## src/verilog/fast_serial_port_params.svh

```systemverilog
/* offsets, field positions, reset values and timing counts of the fast serial port.
   assumes it is included by bare name and that the block clock runs at 125 MHz. */
`ifndef FAST_SERIAL_PORT_PARAMS_SVH
`define FAST_SERIAL_PORT_PARAMS_SVH
// ----------------------------------------
// register offsets (byte addresses)
// ----------------------------------------
`define A_CTRL        8'h00
`define A_DIV         8'h04
`define A_FRAME       8'h08
`define A_TXDATA      8'h0c
`define A_RXDATA      8'h10
`define A_STATUS      8'h14
// ----------------------------------------
// field positions
// ----------------------------------------
`define F_TXCLK_OUT   0
`define F_RXCLK_OUT   1
`define F_TXFS_OUT    2
`define F_RXFS_OUT    3
`define F_TX_FALL     4
`define F_RX_FALL     5
`define F_ENABLE      6
`define F_TX_FULL     0
`define F_RX_VALID    1
`define F_RX_OVERRUN  2
`define F_TX_UNDERRUN 3
`define F_TX_RUN      4
`define F_RX_RUN      5
`define F_TXD_LEVEL   6
`define F_RXD_VALID   8
// ----------------------------------------
// reset values
// ----------------------------------------
`define CTRL_RST      7'h00
`define DIV_RST       16'h1010
`define FRAME_RST     8'h1f
// ----------------------------------------
// timing: bit clock range in hertz, half periods in block clocks
// ----------------------------------------
`define CLK_HZ        125000000
`define BCLK_MIN_HZ   512000
`define BCLK_MAX_HZ   8192000
`define HALF_MIN      ((`CLK_HZ + 2 * `BCLK_MAX_HZ - 1) / (2 * `BCLK_MAX_HZ))
`define HALF_MAX      (`CLK_HZ / (2 * `BCLK_MIN_HZ))
`endif

```

## src/verilog/fast_serial_port_pkg.sv

```systemverilog
/* types shared by the fast serial port modules.
   assumes nothing beyond a SystemVerilog compiler. */
package fast_serial_port_pkg;
  typedef logic [7:0]  addr_t;   // register byte address
  typedef logic [31:0] word_t;   // bus data word
  typedef logic [7:0]  byte_t;   // serial byte and counts
  // link engine states: off while disabled, hunting for a frame, running
  typedef enum logic [1:0] {LINK_OFF, LINK_HUNT, LINK_RUN} link_state_t;
endpackage : fast_serial_port_pkg

```

## src/verilog/stream_if.sv

```systemverilog
/* valid/ready stream carrier between the port and its FIFO.
   assumes a transfer happens when valid and ready are both high at a clock edge. */
interface stream_if #(parameter int W = 8);
  logic [W-1:0] data;   // payload
  logic         valid;  // source offers data
  logic         ready;  // sink accepts data
  modport src (output data, output valid, input ready);
  modport snk (input data, input valid, output ready);
endinterface : stream_if
```

## src/verilog/fast_serial_port.sv

```systemverilog
/* fast serial port: framed TDM transmit and receive over bit clock, frame sync and data pins,
   with a register port, an 8-byte transmit FIFO and a one-byte receive holding register.
   assumes pins come from another clock domain and that bus strobes are one cycle long. */
`include "fast_serial_port_params.svh"
module fast_serial_port (
  // clock and reset
  input  wire logic                  CLK,
  input  wire logic                  RST_N,
  // register port
  input  wire fast_serial_port_pkg::addr_t ADDR,
  input  wire fast_serial_port_pkg::word_t WR_DATA,
  input  wire logic                  WR_EN,
  input  wire logic                  RD_EN,
  output fast_serial_port_pkg::word_t      RD_DATA,
  // transmit pins
  input  wire logic                  TX_BIT_CLOCK_I,
  output logic                       TX_BIT_CLOCK_O,
  output logic                       TX_BIT_CLOCK_OE,
  input  wire logic                  TX_FRAME_SYNC_I,
  output logic                       TX_FRAME_SYNC_O,
  output logic                       TX_FRAME_SYNC_OE,
  input  wire logic                  TX_SERIAL_DATA_I,
  output logic                       TX_SERIAL_DATA_O,
  output logic                       TX_SERIAL_DATA_OE,
  // receive pins
  input  wire logic                  RX_BIT_CLOCK_I,
  output logic                       RX_BIT_CLOCK_O,
  output logic                       RX_BIT_CLOCK_OE,
  input  wire logic                  RX_FRAME_SYNC_I,
  output logic                       RX_FRAME_SYNC_O,
  output logic                       RX_FRAME_SYNC_OE,
  input  wire logic                  RX_SERIAL_DATA
);
  import fast_serial_port_pkg::*;

  // ----------------------------------------
  // helpers
  // ----------------------------------------
  // keep a programmed half period inside the legal bit clock range
  function automatic byte_t clamp_half(input byte_t raw);
    if (raw < 8'(`HALF_MIN)) begin
      clamp_half = 8'(`HALF_MIN);
    end else if (raw > 8'(`HALF_MAX)) begin
      clamp_half = 8'(`HALF_MAX);
    end else begin
      clamp_half = raw;
    end
  endfunction : clamp_half

  // saturating bit counter step, so long frames never wrap to zero
  function automatic byte_t bump(input byte_t c);
    bump = (c == 8'hff) ? c : c + 8'h01;
  endfunction : bump

  // ----------------------------------------
  // declarations
  // ----------------------------------------
  localparam int TXC = 0;            // synchroniser lanes
  localparam int RXC = 1;
  localparam int TXF = 2;
  localparam int RXF = 3;
  localparam int RXD = 4;
  localparam int TXD = 5;
  logic [6:0]  ctrl_q;               // directions, edges, enable
  logic [15:0] div_q;                // rx half period : tx half period
  byte_t       flen_q;               // index of the last bit in a frame
  logic        rx_over_q;            // sticky receive overrun
  logic        tx_under_q;           // sticky transmit underrun
  word_t       rd_d;                 // read mux
  logic        en;
  logic [5:0]  s_lvl;                // filtered pin levels
  logic [5:0]  s_rise;
  logic [5:0]  s_fall;
  byte_t       dcnt_q [2];           // divider counters, 0 tx, 1 rx
  logic [1:0]  dlvl_q;               // generated clock levels
  logic [1:0]  dwrap;
  logic [1:0]  brise;                // bit clock edges as used
  logic [1:0]  bfall;
  logic        tx_launch;
  logic        rx_sample;
  logic        rx_opp;               // receive edge opposite to sampling
  link_state_t tx_st_q;
  byte_t       tx_cnt_q;
  byte_t       tx_sh_q;
  logic        tx_fs_o_q;
  logic        tx_oe_q;
  logic        od_low_q;             // pad data held low
  logic        tx_start;
  logic        tx_load;
  logic        tx_bit;
  link_state_t rx_st_q;
  byte_t       rx_cnt_q;
  byte_t       rx_sh_q;
  logic        rx_fs_o_q;
  logic        rx_start;
  logic        rx_push;
  byte_t       rx_hold_q;
  logic        rx_full_q;
  logic        rd_rx;
  stream_if #(.W(8)) push_if ();     // bus into FIFO
  stream_if #(.W(8)) pop_if ();      // FIFO into transmitter

  assign en = ctrl_q[`F_ENABLE];

  // ----------------------------------------
  // pin synchronisers and FIFO
  // ----------------------------------------
  pin_sync #(.N(6)) u_sync (
    .clk   (CLK),
    .rst_n (RST_N),
    .pin   ({TX_SERIAL_DATA_I, RX_SERIAL_DATA, RX_FRAME_SYNC_I, TX_FRAME_SYNC_I, RX_BIT_CLOCK_I, TX_BIT_CLOCK_I}),
    .level (s_lvl),
    .rise  (s_rise),
    .fall  (s_fall)
  );

  // a full FIFO refuses the byte; software sees it in the full flag
  assign push_if.valid = WR_EN && (ADDR == `A_TXDATA);
  assign push_if.data  = WR_DATA[7:0];
  stream_fifo #(.W(8), .DEPTH(8)) u_fifo (
    .clk   (CLK),
    .rst_n (RST_N),
    .wr    (push_if),
    .rd    (pop_if)
  );

  // ----------------------------------------
  // register writes
  // ----------------------------------------
  // configuration; every direction starts as input
  always_ff @(posedge CLK) begin
    if (!RST_N) begin
      ctrl_q <= `CTRL_RST;
      div_q  <= `DIV_RST;
      flen_q <= `FRAME_RST;
    end else if (WR_EN && ADDR == `A_CTRL) begin
      ctrl_q <= WR_DATA[6:0];
    end else if (WR_EN && ADDR == `A_DIV) begin
      div_q  <= WR_DATA[15:0];
    end else if (WR_EN && ADDR == `A_FRAME) begin
      flen_q <= WR_DATA[7:0];
    end
  end

  // sticky errors: write one to clear, a new event wins over the clear
  always_ff @(posedge CLK) begin
    if (!RST_N) begin
      rx_over_q  <= 1'b0;
      tx_under_q <= 1'b0;
    end else begin
      if (rx_push && rx_full_q && !rd_rx) begin
        rx_over_q <= 1'b1;
      end else if (WR_EN && ADDR == `A_STATUS && WR_DATA[`F_RX_OVERRUN]) begin
        rx_over_q <= 1'b0;
      end
      if (tx_load && !pop_if.valid) begin
        tx_under_q <= 1'b1;
      end else if (WR_EN && ADDR == `A_STATUS && WR_DATA[`F_TX_UNDERRUN]) begin
        tx_under_q <= 1'b0;
      end
    end
  end

  // ----------------------------------------
  // register reads, data one cycle after the strobe
  // ----------------------------------------
  assign rd_rx = RD_EN && (ADDR == `A_RXDATA);
  always_comb begin
    rd_d = '0;
    if (ADDR == `A_CTRL) begin
      rd_d[6:0] = ctrl_q;
    end else if (ADDR == `A_DIV) begin
      rd_d[15:0] = div_q;
    end else if (ADDR == `A_FRAME) begin
      rd_d[7:0] = flen_q;
    end else if (ADDR == `A_RXDATA) begin
      rd_d[7:0]          = rx_hold_q;
      rd_d[`F_RXD_VALID] = rx_full_q;
    end else if (ADDR == `A_STATUS) begin
      rd_d[`F_TX_FULL]     = !push_if.ready;
      rd_d[`F_RX_VALID]    = rx_full_q;
      rd_d[`F_RX_OVERRUN]  = rx_over_q;
      rd_d[`F_TX_UNDERRUN] = tx_under_q;
      rd_d[`F_TX_RUN]      = (tx_st_q == LINK_RUN);
      rd_d[`F_RX_RUN]      = (rx_st_q == LINK_RUN);
      rd_d[`F_TXD_LEVEL]   = s_lvl[TXD];
    end
  end

  // unmapped addresses and idle cycles read as zero
  always_ff @(posedge CLK) begin
    if (!RST_N) begin
      RD_DATA <= '0;
    end else begin
      RD_DATA <= RD_EN ? rd_d : '0;
    end
  end

  // ----------------------------------------
  // bit clock dividers, used when a clock pin is an output
  // ----------------------------------------
  always_comb begin
    for (int i = 0; i < 2; i++) begin
      dwrap[i] = (dcnt_q[i] == clamp_half(div_q[8*i +: 8]) - 8'h01);
    end
  end

  // the clamp keeps a generated clock inside the legal range whatever is written
  always_ff @(posedge CLK) begin
    for (int i = 0; i < 2; i++) begin
      if (!RST_N || !en || !ctrl_q[i]) begin
        dcnt_q[i] <= 8'h00;
        dlvl_q[i] <= 1'b0;
      end else if (dwrap[i]) begin
        dcnt_q[i] <= 8'h00;
        dlvl_q[i] <= !dlvl_q[i];
      end else begin
        dcnt_q[i] <= dcnt_q[i] + 8'h01;
      end
    end
  end

  // pick the edge source: own divider when driving, pin edges otherwise
  always_comb begin
    brise[0] = ctrl_q[`F_TXCLK_OUT] ? (dwrap[0] && !dlvl_q[0]) : s_rise[TXC];
    bfall[0] = ctrl_q[`F_TXCLK_OUT] ? (dwrap[0] && dlvl_q[0]) : s_fall[TXC];
    brise[1] = ctrl_q[`F_RXCLK_OUT] ? (dwrap[1] && !dlvl_q[1]) : s_rise[RXC];
    bfall[1] = ctrl_q[`F_RXCLK_OUT] ? (dwrap[1] && dlvl_q[1]) : s_fall[RXC];
  end
  assign tx_launch = en && (ctrl_q[`F_TX_FALL] ? bfall[0] : brise[0]);
  assign rx_sample = en && (ctrl_q[`F_RX_FALL] ? bfall[1] : brise[1]);
  assign rx_opp    = en && (ctrl_q[`F_RX_FALL] ? brise[1] : bfall[1]);

  // ----------------------------------------
  // transmitter
  // ----------------------------------------
  // frame start comes from our own count or from the partner's sync
  assign tx_start = ctrl_q[`F_TXFS_OUT] ? (tx_st_q != LINK_RUN || tx_cnt_q == flen_q)
                                       : s_lvl[TXF];
  // a new byte is fetched at bit zero and at every eighth bit
  assign tx_load = tx_launch && tx_st_q != LINK_OFF &&
                   (tx_start || (tx_st_q == LINK_RUN && tx_cnt_q != flen_q && tx_cnt_q[2:0] == 3'h7));
  assign pop_if.ready = tx_load;
  // an empty FIFO sends ones, which leaves the line released
  assign tx_bit = tx_load ? (pop_if.valid ? pop_if.data[7] : 1'b1) : tx_sh_q[7];

  always_ff @(posedge CLK) begin
    if (!RST_N || !en) begin
      tx_st_q   <= LINK_OFF;
      tx_cnt_q  <= 8'h00;
      tx_sh_q   <= 8'hff;
      tx_fs_o_q <= 1'b0;
      tx_oe_q   <= 1'b0;
    end else if (tx_st_q == LINK_OFF) begin
      tx_st_q <= LINK_HUNT;
    end else if (tx_launch) begin
      if (tx_start || (tx_st_q == LINK_RUN && tx_cnt_q != flen_q)) begin
        tx_st_q   <= LINK_RUN;
        tx_cnt_q  <= tx_start ? 8'h00 : bump(tx_cnt_q);
        tx_fs_o_q <= tx_start && ctrl_q[`F_TXFS_OUT];
        tx_oe_q   <= !tx_bit;
        if (tx_load) begin
          tx_sh_q <= pop_if.valid ? {pop_if.data[6:0], 1'b1} : 8'hff;
        end else begin
          tx_sh_q <= {tx_sh_q[6:0], 1'b1};
        end
      end else begin
        // past the last bit with no new sync: release and wait
        tx_st_q   <= LINK_HUNT;
        tx_fs_o_q <= 1'b0;
        tx_oe_q   <= 1'b0;
      end
    end
  end

  // the pad only ever pulls low, so its data stays zero
  always_ff @(posedge CLK) begin
    od_low_q <= 1'b0;
  end

  // ----------------------------------------
  // receiver
  // ----------------------------------------
  assign rx_start = ctrl_q[`F_RXFS_OUT] ? (rx_st_q != LINK_RUN || rx_cnt_q == flen_q)
                                       : s_lvl[RXF];
  // a byte is complete when the eighth bit of a group arrives
  assign rx_push = rx_sample && !rx_start && rx_st_q == LINK_RUN &&
                   rx_cnt_q != flen_q && rx_cnt_q[2:0] == 3'h6;

  always_ff @(posedge CLK) begin
    if (!RST_N || !en) begin
      rx_st_q  <= LINK_OFF;
      rx_cnt_q <= 8'h00;
      rx_sh_q  <= 8'h00;
    end else if (rx_st_q == LINK_OFF) begin
      rx_st_q <= LINK_HUNT;
    end else if (rx_sample) begin
      if (rx_start) begin
        rx_st_q  <= LINK_RUN;
        rx_cnt_q <= 8'h00;
        rx_sh_q  <= {7'h00, s_lvl[RXD]};
      end else if (rx_st_q == LINK_RUN && rx_cnt_q != flen_q) begin
        rx_cnt_q <= bump(rx_cnt_q);
        rx_sh_q  <= {rx_sh_q[6:0], s_lvl[RXD]};
      end else begin
        rx_st_q <= LINK_HUNT;
      end
    end
  end

  // driven sync goes out on the edge before the sampling edge of bit zero
  always_ff @(posedge CLK) begin
    if (!RST_N || !en) begin
      rx_fs_o_q <= 1'b0;
    end else if (rx_opp) begin
      rx_fs_o_q <= ctrl_q[`F_RXFS_OUT] && (rx_st_q != LINK_RUN || rx_cnt_q == flen_q);
    end
  end

  // holding register: a push in the cycle of a read still lands
  always_ff @(posedge CLK) begin
    if (!RST_N) begin
      rx_hold_q <= 8'h00;
      rx_full_q <= 1'b0;
    end else if (rx_push) begin
      rx_hold_q <= {rx_sh_q[6:0], s_lvl[RXD]};
      rx_full_q <= 1'b1;
    end else if (rd_rx) begin
      rx_full_q <= 1'b0;
    end
  end

  // ----------------------------------------
  // pins
  // ----------------------------------------
  assign TX_BIT_CLOCK_O    = dlvl_q[0];
  assign TX_BIT_CLOCK_OE   = ctrl_q[`F_TXCLK_OUT];
  assign TX_FRAME_SYNC_O   = tx_fs_o_q;
  assign TX_FRAME_SYNC_OE  = ctrl_q[`F_TXFS_OUT];
  assign TX_SERIAL_DATA_O  = od_low_q;
  assign TX_SERIAL_DATA_OE = tx_oe_q;
  assign RX_BIT_CLOCK_O    = dlvl_q[1];
  assign RX_BIT_CLOCK_OE   = ctrl_q[`F_RXCLK_OUT];
  assign RX_FRAME_SYNC_O   = rx_fs_o_q;
  assign RX_FRAME_SYNC_OE  = ctrl_q[`F_RXFS_OUT];
endmodule : fast_serial_port

```

## src/verilog/pin_sync.sv

```systemverilog
/* three-stage pin synchroniser with agreement filter and edge pulses.
   assumes pins are asynchronous to clk and change slower than a few clocks. */
module pin_sync #(
  parameter int N = 1
) (
  // clock and reset
  input  wire logic         clk,
  input  wire logic         rst_n,
  // pins and filtered view
  input  wire logic [N-1:0] pin,
  output logic      [N-1:0] level,
  output logic      [N-1:0] rise,
  output logic      [N-1:0] fall
);
  logic [N-1:0] s1_q;   // first stage, read only by s2_q
  logic [N-1:0] s2_q;
  logic [N-1:0] s3_q;
  logic [N-1:0] agree;
  logic [N-1:0] lvl_d;
  // ----------------------------------------
  // shift chain
  // ----------------------------------------
  always_ff @(posedge clk) begin
    if (!rst_n) begin
      s1_q <= '0;
      s2_q <= '0;
      s3_q <= '0;
    end else begin
      s1_q <= pin;
      s2_q <= s1_q;
      s3_q <= s2_q;
    end
  end
  // a change counts only once stages two and three agree
  assign agree = ~(s2_q ^ s3_q);
  assign lvl_d = (agree & s2_q) | (~agree & level);
  always_ff @(posedge clk) begin
    if (!rst_n) begin
      level <= '0;
      rise  <= '0;
      fall  <= '0;
    end else begin
      level <= lvl_d;
      rise  <= lvl_d & ~level;
      fall  <= ~lvl_d & level;
    end
  end
endmodule : pin_sync

```

## src/verilog/stream_fifo.sv

```systemverilog
/* synchronous FIFO, width and depth as parameters.
   assumes depth is a power of two and both sides share the clock. */
module stream_fifo #(
  parameter int W     = 8,
  parameter int DEPTH = 8
) (
  // clock and reset
  input wire logic clk,
  input wire logic rst_n,
  // filling and draining sides
  stream_if.snk    wr,
  stream_if.src    rd
);
  localparam int AW = $clog2(DEPTH);
  logic [W-1:0] mem [DEPTH];        // storage
  logic [AW:0]  wptr_q;             // write pointer with wrap bit
  logic [AW:0]  rptr_q;             // read pointer with wrap bit
  logic         full;
  logic         empty;
  // ----------------------------------------
  // flags: the wrap bit tells full from empty
  // ----------------------------------------
  assign empty    = (wptr_q == rptr_q);
  assign full     = (wptr_q[AW] != rptr_q[AW]) && (wptr_q[AW-1:0] == rptr_q[AW-1:0]);
  assign wr.ready = !full;
  assign rd.valid = !empty;
  assign rd.data  = mem[rptr_q[AW-1:0]];
  // write side
  always_ff @(posedge clk) begin
    if (!rst_n) begin
      wptr_q <= '0;
    end else if (wr.valid && !full) begin
      mem[wptr_q[AW-1:0]] <= wr.data;
      wptr_q              <= wptr_q + 1'b1;
    end
  end
  // read side
  always_ff @(posedge clk) begin
    if (!rst_n) begin
      rptr_q <= '0;
    end else if (rd.ready && !empty) begin
      rptr_q <= rptr_q + 1'b1;
    end
  end
endmodule : stream_fifo

```

## config.mk

```make
export PLATFORM = sky130hd
export DESIGN_NAME = fast_serial_port
export DESIGN_NICKNAME = d
export VERILOG_FILES = /design/src/verilog/fast_serial_port_pkg.sv /design/src/verilog/stream_if.sv /design/src/verilog/fast_serial_port.sv /design/src/verilog/pin_sync.sv /design/src/verilog/stream_fifo.sv
export VERILOG_INCLUDE_DIRS = /design/src /design/src/verilog
export SDC_FILE = /design/constraint.sdc
export NUM_CORES = 1
export LEC_CHECK = 0
export BUFFER_PORTS_ARGS = -buffer_cell sky130_fd_sc_hd__buf_2
export CELL_PAD_IN_SITES_DETAIL_PLACEMENT = 1
export CELL_PAD_IN_SITES_GLOBAL_PLACEMENT = 1
export CORE_UTILIZATION = 25
export DETAILED_ROUTE_END_ITERATION = 8
export GPL_ROUTABILITY_DRIVEN = 0
export HOLD_SLACK_MARGIN = 0.03
export PLACE_DENSITY = 0.59
export SETUP_SLACK_MARGIN = 0.15
export SYNTH_ARGS = -nofsm -noshare
export SYNTH_HDL_FRONTEND = slang
export SYNTH_SLANG_ARGS = --single-unit
```

## constraint.sdc

```tcl
create_clock -name CLK -period 4.56 [get_ports CLK]
set_input_delay 0.912 -clock CLK [delete_from_list [all_inputs] [get_ports CLK]]
set_output_delay 0.912 -clock CLK [all_outputs]
set_load 0.05 [all_outputs]
```

---- Word-level counts from Yosys, hierarchy flattened ----
Memory sizes are Yosys's and may differ from the RTL's. A register that Yosys moved wholly into a read port is not among the register bits.
Index checks and enable logic that the tools add are counted.
cells by class
  $add $sub $neg .......................... 8
  magnitude comparators ................... 4
  eq/ne operators ......................... 26
  multiplexer cells ....................... 71
  bitwise logic cells ..................... 21
  reductions and logical operators ........ 74
operators by type and width
  operator                                                       number
  two-way mux 8 bit                                              16
  two-way mux 1 bit                                              43
  two-way mux 7 bit                                              5
  adder 8 x 1 -> 8 bit, second input constant                    4
  equality test 8 bit                                            4
  logical AND 1 bit                                              32
  equality test 8 x 4 -> 1 bit, second input constant            2
  equality test 8 x 5 -> 1 bit, second input constant            2
  equality test 8 bit, second input constant                     2
  greater-than comparator 8 x 7 -> 1 bit, second input constant  2
  less-than comparator 8 x 4 -> 1 bit, second input constant     2
  inequality test 8 bit                                          2
  subtractor 8 x 1 -> 8 bit, second input constant               2
  nonzero test 2 bit                                             7
  bitwise AND 6 bit                                              2
  inverter 6 bit                                                 2
  logical NOT 1 bit                                              11
  inequality test 2 bit, second input constant                   5
  AND reduction 2 bit                                            5
  two-way mux 9 bit                                              1
  AND reduction 3 bit                                            3
  adder 4 x 1 -> 4 bit, second input constant                    2
  equality test 8 x 3 -> 1 bit, second input constant            1
  logical NOT 8 bit                                              1
  20 further kinds                                               46
word-level totals
  bits in registers ....................... 150
  RAM bits ................................ 80
  output and inout port bits .............. 42
  memories ................................ 2
memory list
  memory      depth  width  read ports  clocked after memory_dff  write ports  RTL line                RTL
  u_fifo.mem  8      8      1           1                         1            stream_fifo.sv:15       logic [W-1:0] mem [DEPTH];
  dcnt_q      2      8      2           0                         2            fast_serial_port.sv:74  byte_t dcnt_q [2];

---- Logic depth before layout (Yosys ltp) ----
Gate-level depths: netlist of run 1.
  depth after elaboration ................. 16
  gate-level depth with buffers ........... 14
  gate-level depth less buffers ........... 11

---- By module ----
From an unflattened synthesis of run 1, not the netlist that was laid out.
second synthesis, totals
  cells, all modules ...................... 1020
  area, all modules ....................... 10757.8 sq um
by module, submodules not included
  module            instances  cells an instance  area each (sq um)  sequential area each (sq um)
  fast_serial_port  1          752                6443.7             2422.3
  stream_fifo       1          175                3199.3             2142.1
  pin_sync          1          93                 1114.8             720.7

---- Worst setup path after synthesis of run 1 ----
OpenSTA, ideal clock, no wires.
  path type ............................... input to register
  from .................................... input port ADDR[0]
  to ...................................... memory u_fifo.mem[4][0], enable pin
  library setup time ...................... 0.383 ns
  arrival ................................. 3.228 ns
  required time ........................... 4.177 ns
  slack ................................... 0.949 ns
  stages .................................. 6
  path buffers ............................ 0
  path through ............................ or4_1 nor3_1 nand2_1 nor3_1 nand3_1 nor3_1
on the way
  cells in the longest elaborated chain, start to end .. 6
RTL lines
  what                                           RTL line                 RTL
  start: declaration                             fast_serial_port.sv:10   input wire fast_serial_port_pkg::addr_t ADDR,
  equality test 8 x 4 -> 1 bit (no source line)  n/a
  logical AND 1 bit                              fast_serial_port.sv:118  assign push_if.valid = WR_EN && (ADDR == `A_TXDATA);
  logical AND 1 bit                              stream_fifo.sv:32        end else if (wr.valid && !full) begin
  two-way mux 1 bit                              stream_fifo.sv:32
  two-way mux 1 bit                              stream_fifo.sv:30        if (!rst_n) begin
  two-way mux 1 bit (implied by the code)        stream_fifo.sv:33        mem[wptr_q[AW-1:0]] <= wr.data;
  end: declaration                               stream_fifo.sv:15
Every way passes these cells.

---- Worst setup path after layout of run 1 ----
  from .................................... register div_q[12]
  to ...................................... register rx_cnt_q[3]
on the way
  cells in the longest elaborated chain, start to end .. 10
  elaborated cells between the ends (all ways) .. 13
  classes of those cells .................. add/sub: 1; order compare: 2; eq/ne: 1; mux: 5; reduce/logical: 4
RTL lines
  what                                         RTL line                                          RTL
  start: declaration                           fast_serial_port.sv:65                            logic [15:0] div_q;
  start signal: assignment                     fast_serial_port.sv:134                           div_q <= `DIV_RST;
  start signal: assignment                     fast_serial_port.sv:139                           div_q <= WR_DATA[15:0];
  greater-than comparator 8 x 7 -> 1 bit       fast_serial_port.sv:43                            end else if (raw > 8'(`HALF_MAX)) begin
  two-way mux 8 bit                            fast_serial_port.sv:43
  two-way mux 8 bit *                          fast_serial_port.sv:41                            if (raw < 8'(`HALF_MIN)) begin
  subtractor 8 x 1 -> 8 bit *                  fast_serial_port.sv:204                           dwrap[i] = (dcnt_q[i] == clamp_half(div_q[8*i +: 8]) - 8'h01);
  equality test 8 bit *                        fast_serial_port.sv:204
  logical AND 1 bit, on equally long branches  fast_serial_port.sv:227, fast_serial_port.sv:228
  two-way mux 1 bit, on equally long branches  fast_serial_port.sv:227, fast_serial_port.sv:228
  two-way mux 1 bit *                          fast_serial_port.sv:231                           assign rx_sample = en && (ctrl_q[`F_RX_FALL] ? bfall[1] : brise[1]);
  logical AND 1 bit *                          fast_serial_port.sv:231
  AND reduction 4 bit (no source line) *       n/a
  end signal: assignment                       fast_serial_port.sv:303                           rx_cnt_q <= bump(rx_cnt_q);
  end: declaration                             fast_serial_port.sv:92                            byte_t rx_cnt_q;
Mark *: on every way between the ends. The rest lies on a longest branch, timed or not.
A chain may end at the register's enable or synchronous reset.

==> qor.csv, run 1 <==
metric;value;unit
status;completed;
Root Driver;clkbuf_16;
placed cells;1516;
Ys Warns;0;
die area;40170;µm²
clock-pin slew on the worst setup and hold paths;60;ps
crit path max fanout;19;
Tcrit/Tclk final;85.75;%
CP max-delay cell;or4_1;
gr usage total;13.24;%
IO buf count;58;
width of the chip;200.4;µm
VDD IR max;214.2;µV
Avg Cell Area, Syn;10.24;µm²
PD cells;361.8;nW/µm²
post-synthesis async set-or-reset flop share;0;%
PostCTS Resize Cnt;0;
Max-Cap Viols;0;
kind of critical path;flop to flop;
Seq cells post-synth;216;
GR Overflow Total;0;
slew of the pin with the lowest slew margin;1008;ps
Yosys top cell by area;dfxtp_1;
Final Hold Vio Count;0;
top cells by area, synth;dfxtp_1, edfxtp_1, a21oi_1;
IO Pins;92;
fin worst setup slack;649.8;ps
cells after synthesis;961;
via count;7401;
Post-CTS Hold Buffers;0;
initial antenna violation count;1;
Top delay family on crit path;simple AND/OR/NAND/NOR gates;
post-synthesis cell type count;77;
Crit. End Element;flop;
DRC viols;0;
CP max stage delay;620;ps
vias in the first global route;7532;
vias per cell;4.741;
CTS tree;built;
fmax;255.7;MHz
total wire length;26.54;mm
CTS H-Tree Depth;1;
first-pass GRT wire length;42.40;mm
initial detailed-routing violation count;458;
Std-Cell Rows;72;
Post-synth EDFFs;80;
number of detailed-routing iterations run before antenna repair;6;
Final HPWL DP;18.48;mm
pre-CTS WS;684.5;ps
type of the most critical hold path;flop to flop;
Pleak;3.926;nW
# diodes;0;
ys flop type;dfxtp_1;
Layout area overhead;17.17;%
filler instances;4434;
initial core utilization;25.41;%
top-area cell type share of the netlist area;27.66;%
mapped cell area;9843;µm²
clk buf depth;3;
final design utilization;29.77;%
Post-DP Area;10700;µm²
layout cells sized above 1;14.57;%
setup bufs post-CTS;0;
Crit path required time;5030;ps
largest net degree at the start of global routing;46;
Non-Filler Instances;1561;
# clock sinks;216;
CP Cell Sequence;or4_4 > o2111ai_1 > ha_1 > nand2b_1 > nor4_1 > a221oi_1 > a2111oi_4 > a31oi_2 > or4_1 > a21oi_1;
sequential element share of the synthesized area;52.07;%
CP Launch Type;flop;
remaining antenna violation count;0;
Worst EP arrival;4380;ps
final setup vio count;0;
min Tclk post-route;3910;ps
RSZ-0062 raised after global routing;false;
Slew HR;32.82;%
WP buf/inv;0;
Die Span Y;200.4;µm
Max Slew Vio Count;0;
Clk Latency, worst-skew pair;540;ps
setup TNS;0;ps
Num CTS Buffers;25;
core area;38740;µm²
worst clock skew;21.57;ps
Nets;1085;
post-route cell area;11530;µm²
WL/cell;17.00;µm
## state kept, by name, summed over array words and instances, names as in the netlist, 4 cells and up, named ones only
name and count:
RD_DATA 16, rx_sh_q 7, rx_cnt_q 8, flen_q 8, div_q 16, u_sync.s3_q 6, tx_sh_q 7, u_sync.s2_q 6
tx_cnt_q 8, u_fifo.rptr_q 4, rx_hold_q 8, ctrl_q 7, dcnt_q 16, u_fifo.wptr_q 4, u_sync.s1_q 6, u_fifo.mem 64
## cell type report
cell class / instances / area (µm²) / area share [%]
Clock buffer: 34 / 699.4 / 6.064
Sequential cell: 216 / 5125 / 44.43
Inverter: 16 / 60.06 / 0.5207
Multi-Input combinational cell: 685 / 4404 / 38.19
Tap cell: 518 / 648.1 / 5.619
Timing Repair Buffer: 81 / 462.9 / 4.014
Clock inverter: 11 / 133.9 / 1.161
## logic make-up after synthesis
family	after synthesis	share of synthesized area, %
fa+ha+maj	10	1.271
xor+xnor	54	4.805
mux	34	5.542
buf+inv	91	4.500
compound gates	208	14.03
flops	216	52.07
simple gates	346	17.71
other cells	2	0.07630
## metal layers
metal  GRT usage (%)  routed length, µm
met5               0                 13
met1           17.67              12540
met4           3.708                455
met3           1.834                868
met2           22.30              12660
## cell usage in the layout (no fill, tap or decap), types with 15 or more instances in the layout
cell       instances
buf_4             23
clkbuf_16         25
nor3_1            25
edfxtp_1          80
nand3_1           69
mux4_2            16
nor2_1            59
conb_1            33
buf_2             58
xnor2_1           26
dfxtp_1          136
nand2_1           86
a21oi_1           83
xor2_1            28
and2_1            29
or4_1             18
o21ai_0           28
inv_1             15
## where the power goes
part	switching [mW]	internal [mW]	total, mW	leakage [nW]
clock	0.793	1.24	2.03	0.411
sequential	0.0123	2.01	2.02	1.84
combinational	0.0910	0.0271	0.118	1.68
total	0.896	3.28	4.17	3.93
## cell usage after synthesis (4+ instances only)
library cell	number
a21oi_1	83
a221oi_1	4
a22o_1	5
a22oi_1	5
and2_1	29
and3_1	10
buf_1	5
buf_2	6
buf_4	17
buf_6	4
clkbuf_1	43
dfxtp_1	136
edfxtp_1	80
ha_1	10
inv_1	15
mux2_2	4
mux2i_1	14
mux4_2	16
nand2_1	86
nand2b_1	8
nand3_1	69
nand3b_1	5
nand4_1	10
nor2_1	59
nor2b_1	6
nor3_1	25
nor4_1	5
o211ai_1	4
o21ai_0	28
o21ai_1	13
o311ai_1	6
o31ai_1	12
or3_1	7
or4_1	18
xnor2_1	26
xor2_1	28
## per-stage QoR
step           hold slack [ps]  total power, mW
2_1_floorplan            389.2            2.143
3_3_place_gp             404.6            2.181
3_5_place_dp             411.9            2.183
4_1_cts                  416.1            4.239
5_1_grt                  448.9            4.316
6_report                 414.9            4.173
## worst paths after layout
path,endpoint,startpoint,slack [ps],depth (start not counted)
min,u_sync.fall[1],u_sync.s3_q[1],410,1
min reg2reg,u_sync.fall[1],u_sync.s3_q[1],410,1
max reg2reg,rx_cnt_q[3],div_q[12],650,10
max,rx_cnt_q[3],div_q[12],650,10
No activity file was read; power rests on OpenSTA's default activity.
==> run 2: changes to the inputs <==
--- a/config.mk
+++ b/config.mk
@@ -9,11 +9,11 @@
 export BUFFER_PORTS_ARGS = -buffer_cell sky130_fd_sc_hd__buf_2
 export CELL_PAD_IN_SITES_DETAIL_PLACEMENT = 1
 export CELL_PAD_IN_SITES_GLOBAL_PLACEMENT = 1
-export CORE_UTILIZATION = 25
+export CORE_UTILIZATION = 47
 export DETAILED_ROUTE_END_ITERATION = 8
 export GPL_ROUTABILITY_DRIVEN = 0
 export HOLD_SLACK_MARGIN = 0.03
-export PLACE_DENSITY = 0.59
+export PLACE_DENSITY = 0.91
 export SETUP_SLACK_MARGIN = 0.15
 export SYNTH_ARGS = -nofsm -noshare
 export SYNTH_HDL_FRONTEND = slang
==> run 2 against run 1 <==
Flip-flop and latch count unchanged. Sequential share of layout area increased by 1.7 points. Via count is 10% higher. Total power is 4.6% lower. Critical path depth is the same. Die area is 46% lower. First-iteration DRC count grew 90%. Critical endpoint is now rx_cnt_q[7].
==> qor.csv, run 2 (synthesis results as in run 1) <==
metric;value;unit;change
status;completed;;unchanged
Post-CTS Hold Buffers;0;;unchanged
gr usage total;28.45;%;was 13.24%
final design utilization;54.52;%;was 29.77%
Max Slew Vio Count;0;;unchanged
Largest register FFs;64;;unchanged
via count;8141;;was 7401
fin worst setup slack;500.7;ps;was 649.8 ps
worst clock skew;20.85;ps;was 21.57 ps
GR Overflow Total;0;;unchanged
Final Hold Vio Count;0;;unchanged
initial core utilization;48.33;%;was 25.41%
RSZ-0062 raised after global routing;false;;unchanged
clock share of power;46.2;%;was 48.7%
Crit path required time;5000;ps;was 5030 ps
final setup vio count;0;;unchanged
Final HPWL DP;19.16;mm;was 18.48 mm
total wire length;30.55;mm;was 26.54 mm
Std-Cell Rows;52;;was 72
CP max-delay cell;or4_1;;unchanged
Crit. End Element;flop;;unchanged
CP Launch Type;flop;;unchanged
width of the chip;146.7;µm;was 200.4 µm
WL/cell;23.35;µm;was 17.00 µm
clk buf depth;3;;unchanged
Non-Filler Instances;1308;;was 1561
DRC viols;0;;unchanged
IO buf count;58;;unchanged
Power Internal;3.091;mW;was 3.277 mW
PD cells;358.5;nW/µm²;was 361.8 nW/µm²
pre-CTS WS;649.4;ps;was 684.5 ps
IO Pins;92;;unchanged
kind of critical path;flop to flop;;unchanged
Layout area overhead;12.80;%;was 17.17%
WP buf/inv;0;;unchanged
# clock sinks;216;;unchanged
Nets;1080;;was 1085
type of the most critical hold path;flop to flop;;unchanged
Max-Cap Viols;0;;unchanged
fmax;246.3;MHz;was 255.7 MHz
sw frac;22.35;%;was 21.47%
initial antenna violation count;1;;unchanged
number of detailed-routing iterations run before antenna repair;6;;unchanged
Num CTS Buffers;23;;was 25
Tcrit/Tclk final;89.02;%;was 85.75%
Slew HR;28.55;%;was 32.82%
commonest non-fill, non-tap cell in the layout;dfxtp_1;;unchanged
min Tclk post-route;4059;ps;was 3910 ps
initial detailed-routing violation count;868;;was 458
most frequent cells in the layout;dfxtp_1, nand2_1, a21oi_1;;unchanged
Flop pwr share;50.8;%;was 48.4%
start of the worst register-to-register path;div_q[14];;was div_q[12]
Psw;0.8897;mW;was 0.8960 mW
PostCTS Resize Cnt;0;;unchanged
Hold Path End;u_sync.fall[0];;was u_sync.fall[1]
hold wc startpoint;u_sync.s3_q[0];;was u_sync.s3_q[1]
vias in the first global route;8498;;was 7532
Top delay family on crit path;compound AO/OA/AOI/OAI gates;;was simple AND/OR/NAND/NOR gates
setup bufs post-CTS;0;;unchanged
first-pass GRT wire length;47.60;mm;was 42.40 mm
Root Driver;clkbuf_16;;unchanged
crit path max fanout;17;;was 19
die area;21530;µm²;was 40170 µm²
largest net degree at the start of global routing;53;;was 46
CP max stage delay;630;ps;was 620 ps
Worst EP arrival;4500;ps;was 4380 ps
core area;20360;µm²;was 38740 µm²
setup TNS;0;ps;unchanged
CP Cell Sequence;nand4_1 > o2111ai_1 > ha_1 > nand2b_1 > nor4_1 > a221oi_1 > a2111oi_4 > a31oi_2 > or4_1 > a21oi_1;;was or4_4 > o2111ai_1 > ha_1 > nand2b_1 > nor4_1 > a221oi_1 > a2111oi_4 > a31oi_2 > or4_1 > a21oi_1
Worst R2R Path Depth;10;;unchanged
worst hold stages;1;;unchanged
slew of the pin with the lowest slew margin;1060;ps;was 1008 ps
CTS tree;built;;unchanged
VDD IR max;280.8;µV;was 214.2 µV
Pleak;3.866;nW;was 3.926 nW
R2R Path End;rx_cnt_q[7];;was rx_cnt_q[3]
layout cells sized above 1;14.19;%;was 14.57%
Die Span Y;146.7;µm;was 200.4 µm
flop-to-flop setup slack;500;ps;was 650 ps
clock-pin slew on the worst setup and hold paths;60;ps;about the same
placed cells;1265;;was 1516
vias per cell;6.224;;was 4.741
Logic pwr share;3.0;%;was 2.8%
remaining antenna violation count;0;;unchanged
CTS H-Tree Depth;1;;unchanged
Clk Latency, worst-skew pair;520;ps;was 540 ps
==> run 2: cell type report <==
cell class | instances | area [µm²]
diodes | 2 | 5.005
clock buffers | 35 | 696.9
clock inverters | 6 | 33.78
fillers | 2200 | 9261
inverters | 16 | 60.06
multi-input cells | 685 | 4404
flip-flops and latches | 216 | 5125
well taps | 270 | 337.8
repair buffers | 78 | 440.4
==> run 2: power groups by stage <==
stage	Combinational (mW)	Clock, mW	Sequential (mW)
6_report	0.120	1.84	2.02
5_1_grt	0.126	1.91	2.02
4_1_cts	0.117	1.85	2.02
3_5_place_dp	0.114	0	2.06
3_3_place_gp	0.111	0	2.06
2_1_floorplan	0.0847	0	2.06
==> run 2: stage by stage <==
stage / hold WS [ps] / power, mW / instance area [µm²]
2_1_floorplan: 389.2 / 2.143 / 9960
3_3_place_gp: 396.3 / 2.173 / 10370
3_5_place_dp: 430.3 / 2.178 / 10370
4_1_cts: 438.1 / 3.993 / 11100
5_1_grt: 451.3 / 4.061 / 11100
6_report: 441.1 / 3.980 / 11100
==> run 2: worst max-delay path by stage <==
stage                             endpoint      start  cells past startpoint  slack [ps]
after floorplan           u_fifo.mem[4][0]    ADDR[0]                      6         950
after global placement         rx_cnt_q[4]  div_q[11]                     10         870
after detailed placement       rx_cnt_q[6]  div_q[14]                     10         650
after CTS                      rx_cnt_q[7]  div_q[14]                     10         560
after global routing          rx_hold_q[4]  div_q[14]                     11         300
final                          rx_cnt_q[7]  div_q[14]                     10         500
==> run 2: routing by layer <==
layer  GRT usage [%]  part of all wire [%]  vias to the layer above
met3           3.944                   7.5                      115
met5               0                     0                        -
li1                -                     -                     3600
met2           47.96                    49                      454
met1           35.47                    39                     3972
met4           15.10                   5.1                        0
==> run 3: changes to the inputs <==
--- a/config.mk
+++ b/config.mk
@@ -13,7 +13,7 @@
 export DETAILED_ROUTE_END_ITERATION = 8
 export GPL_ROUTABILITY_DRIVEN = 0
 export HOLD_SLACK_MARGIN = 0.03
-export PLACE_DENSITY = 0.91
+export PLACE_DENSITY = 0.88
 export SETUP_SLACK_MARGIN = 0.15
 export SYNTH_ARGS = -nofsm -noshare
 export SYNTH_HDL_FRONTEND = slang
==> run 3 against run 2 <==
Clock power increased by 14%. Flip-flop and latch count unchanged. Global-route usage down 2.2 points. Final area is 0.99% higher. Total power increased by 6.3%. Critical path depth up 1. Hold slack got worse by 24 ps. Critical path type unchanged. Largest power group is now clock.
==> qor.csv, run 3 (synthesis results as in run 1) <==
metric;value;unit;change
status;completed;;unchanged
Non-Filler Instances;1307;;was 1308
CTS tree;built;;unchanged
worst clock skew;8.195;ps;was 20.85 ps
PD cells;377.2;nW/µm²;was 358.5 nW/µm²
total wire length;27.68;mm;was 30.55 mm
clk buf depth;3;;unchanged
Worst EP arrival;4500;ps;about the same
Layout area overhead;13.92;%;was 12.80%
flop-to-flop setup slack;430;ps;was 500 ps
final design utilization;55.06;%;was 54.52%
Crit path required time;4930;ps;was 5000 ps
crit path max fanout;17;;unchanged
VDD IR max;293.6;µV;was 280.8 µV
Final Hold Vio Count;0;;unchanged
first-pass GRT wire length;44.78;mm;was 47.60 mm
slew of the pin with the lowest slew margin;1204;ps;was 1060 ps
Std-Cell Rows;52;;unchanged
CP max stage delay;580;ps;was 630 ps
clock-pin slew on the worst setup and hold paths;60;ps;about the same
Pleak;3.912;nW;was 3.866 nW
fin worst setup slack;433.2;ps;was 500.7 ps
GR Overflow Total;0;;unchanged
CTS H-Tree Depth;1;;unchanged
WL/cell;21.18;µm;was 23.35 µm
via count;7834;;was 8141
CP Launch Type;flop;;unchanged
remaining antenna violation count;0;;unchanged
number of detailed-routing iterations run before antenna repair;5;;was 6
Tcrit/Tclk final;90.50;%;was 89.02%
core area;20360;µm²;unchanged
gr usage total;26.21;%;was 28.45%
fmax;242.3;MHz;was 246.3 MHz
RSZ-0062 raised after global routing;false;;unchanged
commonest non-fill, non-tap cell in the layout;dfxtp_1;;unchanged
initial core utilization;48.33;%;unchanged
Final HPWL DP;18.17;mm;was 19.16 mm
FF/Latch Area;5125;µm²;unchanged
type of the most critical hold path;flop to flop;;unchanged
CP Cell Sequence;or4_4 > o2111ai_1 > ha_1 > nand2b_1 > nor4_1 > a221oi_1 > a2111oi_4 > a31oi_2 > buf_4 > o21ai_0 > a21oi_1;;was nand4_1 > o2111ai_1 > ha_1 > nand2b_1 > nor4_1 > a221oi_1 > a2111oi_4 > a31oi_2 > or4_1 > a21oi_1
vias in the first global route;8276;;was 8498
Slew HR;18.86;%;was 28.55%
# diodes;0;;was 2
Multi-input gate area;4398;µm²;was 4404 µm²
vias per cell;5.994;;was 6.224
Max-Cap Viols;0;;unchanged
WP buf/inv;1;;was 0
Post-DP Area;10360;µm²;was 10370 µm²
PostCTS Resize Cnt;0;;unchanged
Max Slew Vio Count;0;;unchanged
initial antenna violation count;0;;was 1
final setup vio count;0;;unchanged
placed cells;1265;;unchanged
setup bufs post-CTS;0;;unchanged
width of the chip;146.7;µm;unchanged
Crit. End Element;flop;;unchanged
layout cells sized above 1;14.18;%;was 14.19%
Nets;1081;;was 1080
largest net degree at the start of global routing;46;;was 53
# clock sinks;216;;unchanged
Root Driver;clkbuf_16;;unchanged
initial detailed-routing violation count;622;;was 868
most frequent cells in the layout;dfxtp_1, nand2_1, a21oi_1;;unchanged
Num CTS Buffers;24;;was 23
CP max-delay cell;or4_4;;was or4_1
Clk Latency, worst-skew pair;510;ps;was 520 ps
hold slack;417.5;ps;was 441.1 ps
pre-CTS WS;620.4;ps;was 649.4 ps
DRC viols;0;;unchanged
Largest register FFs;64;;unchanged
kind of critical path;flop to flop;;unchanged
die area;21530;µm²;unchanged
filler instances;2211;;was 2200
IO buf count;58;;unchanged
Total Power;4.230;mW;was 3.980 mW
min Tclk post-route;4127;ps;was 4059 ps
post-route cell area;11210;µm²;was 11100 µm²
setup TNS;0;ps;unchanged
Post-CTS Hold Buffers;0;;unchanged
Top delay family on crit path;compound AO/OA/AOI/OAI gates;;unchanged
Die Span Y;146.7;µm;unchanged
IO Pins;92;;unchanged
-- run 3: cell types whose count changed in the layout (fill, tap and decap cells not counted) --
cell,delta
inv_6,-1
nor4_1,+1
clkbuf_8,-1
clkinv_2,-3
clkinvlp_4,+1
nor4_2,-1
clkinv_4,+1
bufinv_16,+5
clkbuf_4,-1
diode_2,-2
-- run 3: report_power, final --
part / internal, mW / total, mW / switching, mW
Sequential: 2.01 / 2.02 / 0.0128
Combinational: 0.0266 / 0.117 / 0.0906
Clock: 1.32 / 2.09 / 0.775
Total: 3.35 / 4.23 / 0.879
-- run 3: area by class of cell --
class | count | area share (%)
repair buffers | 78 | 3.928
multi-input cells | 685 | 39.22
clock inverters | 9 | 1.573
clock buffers | 33 | 6.025
flip-flops and latches | 216 | 45.70
well taps | 270 | 3.013
inverters | 16 | 0.5356
-- run 3: worst paths after layout --
check / start / cells past startpoint / to
min: u_sync.s3_q[1] / 1 / u_sync.fall[1]
max: div_q[11] / 11 / rx_hold_q[4]
min reg2reg: u_sync.s3_q[1] / 1 / u_sync.fall[1]
max reg2reg: div_q[11] / 11 / rx_hold_q[4]
-- run 3: routing by layer --
metal  up-vias  part of all wire [%]  track usage (%)
met5         -                     0                0
met4         0                   2.6            8.802
met3        61                   4.9            3.758
met2       262                    50            45.85
met1      3920                    42            33.16
li1       3591                     -                -
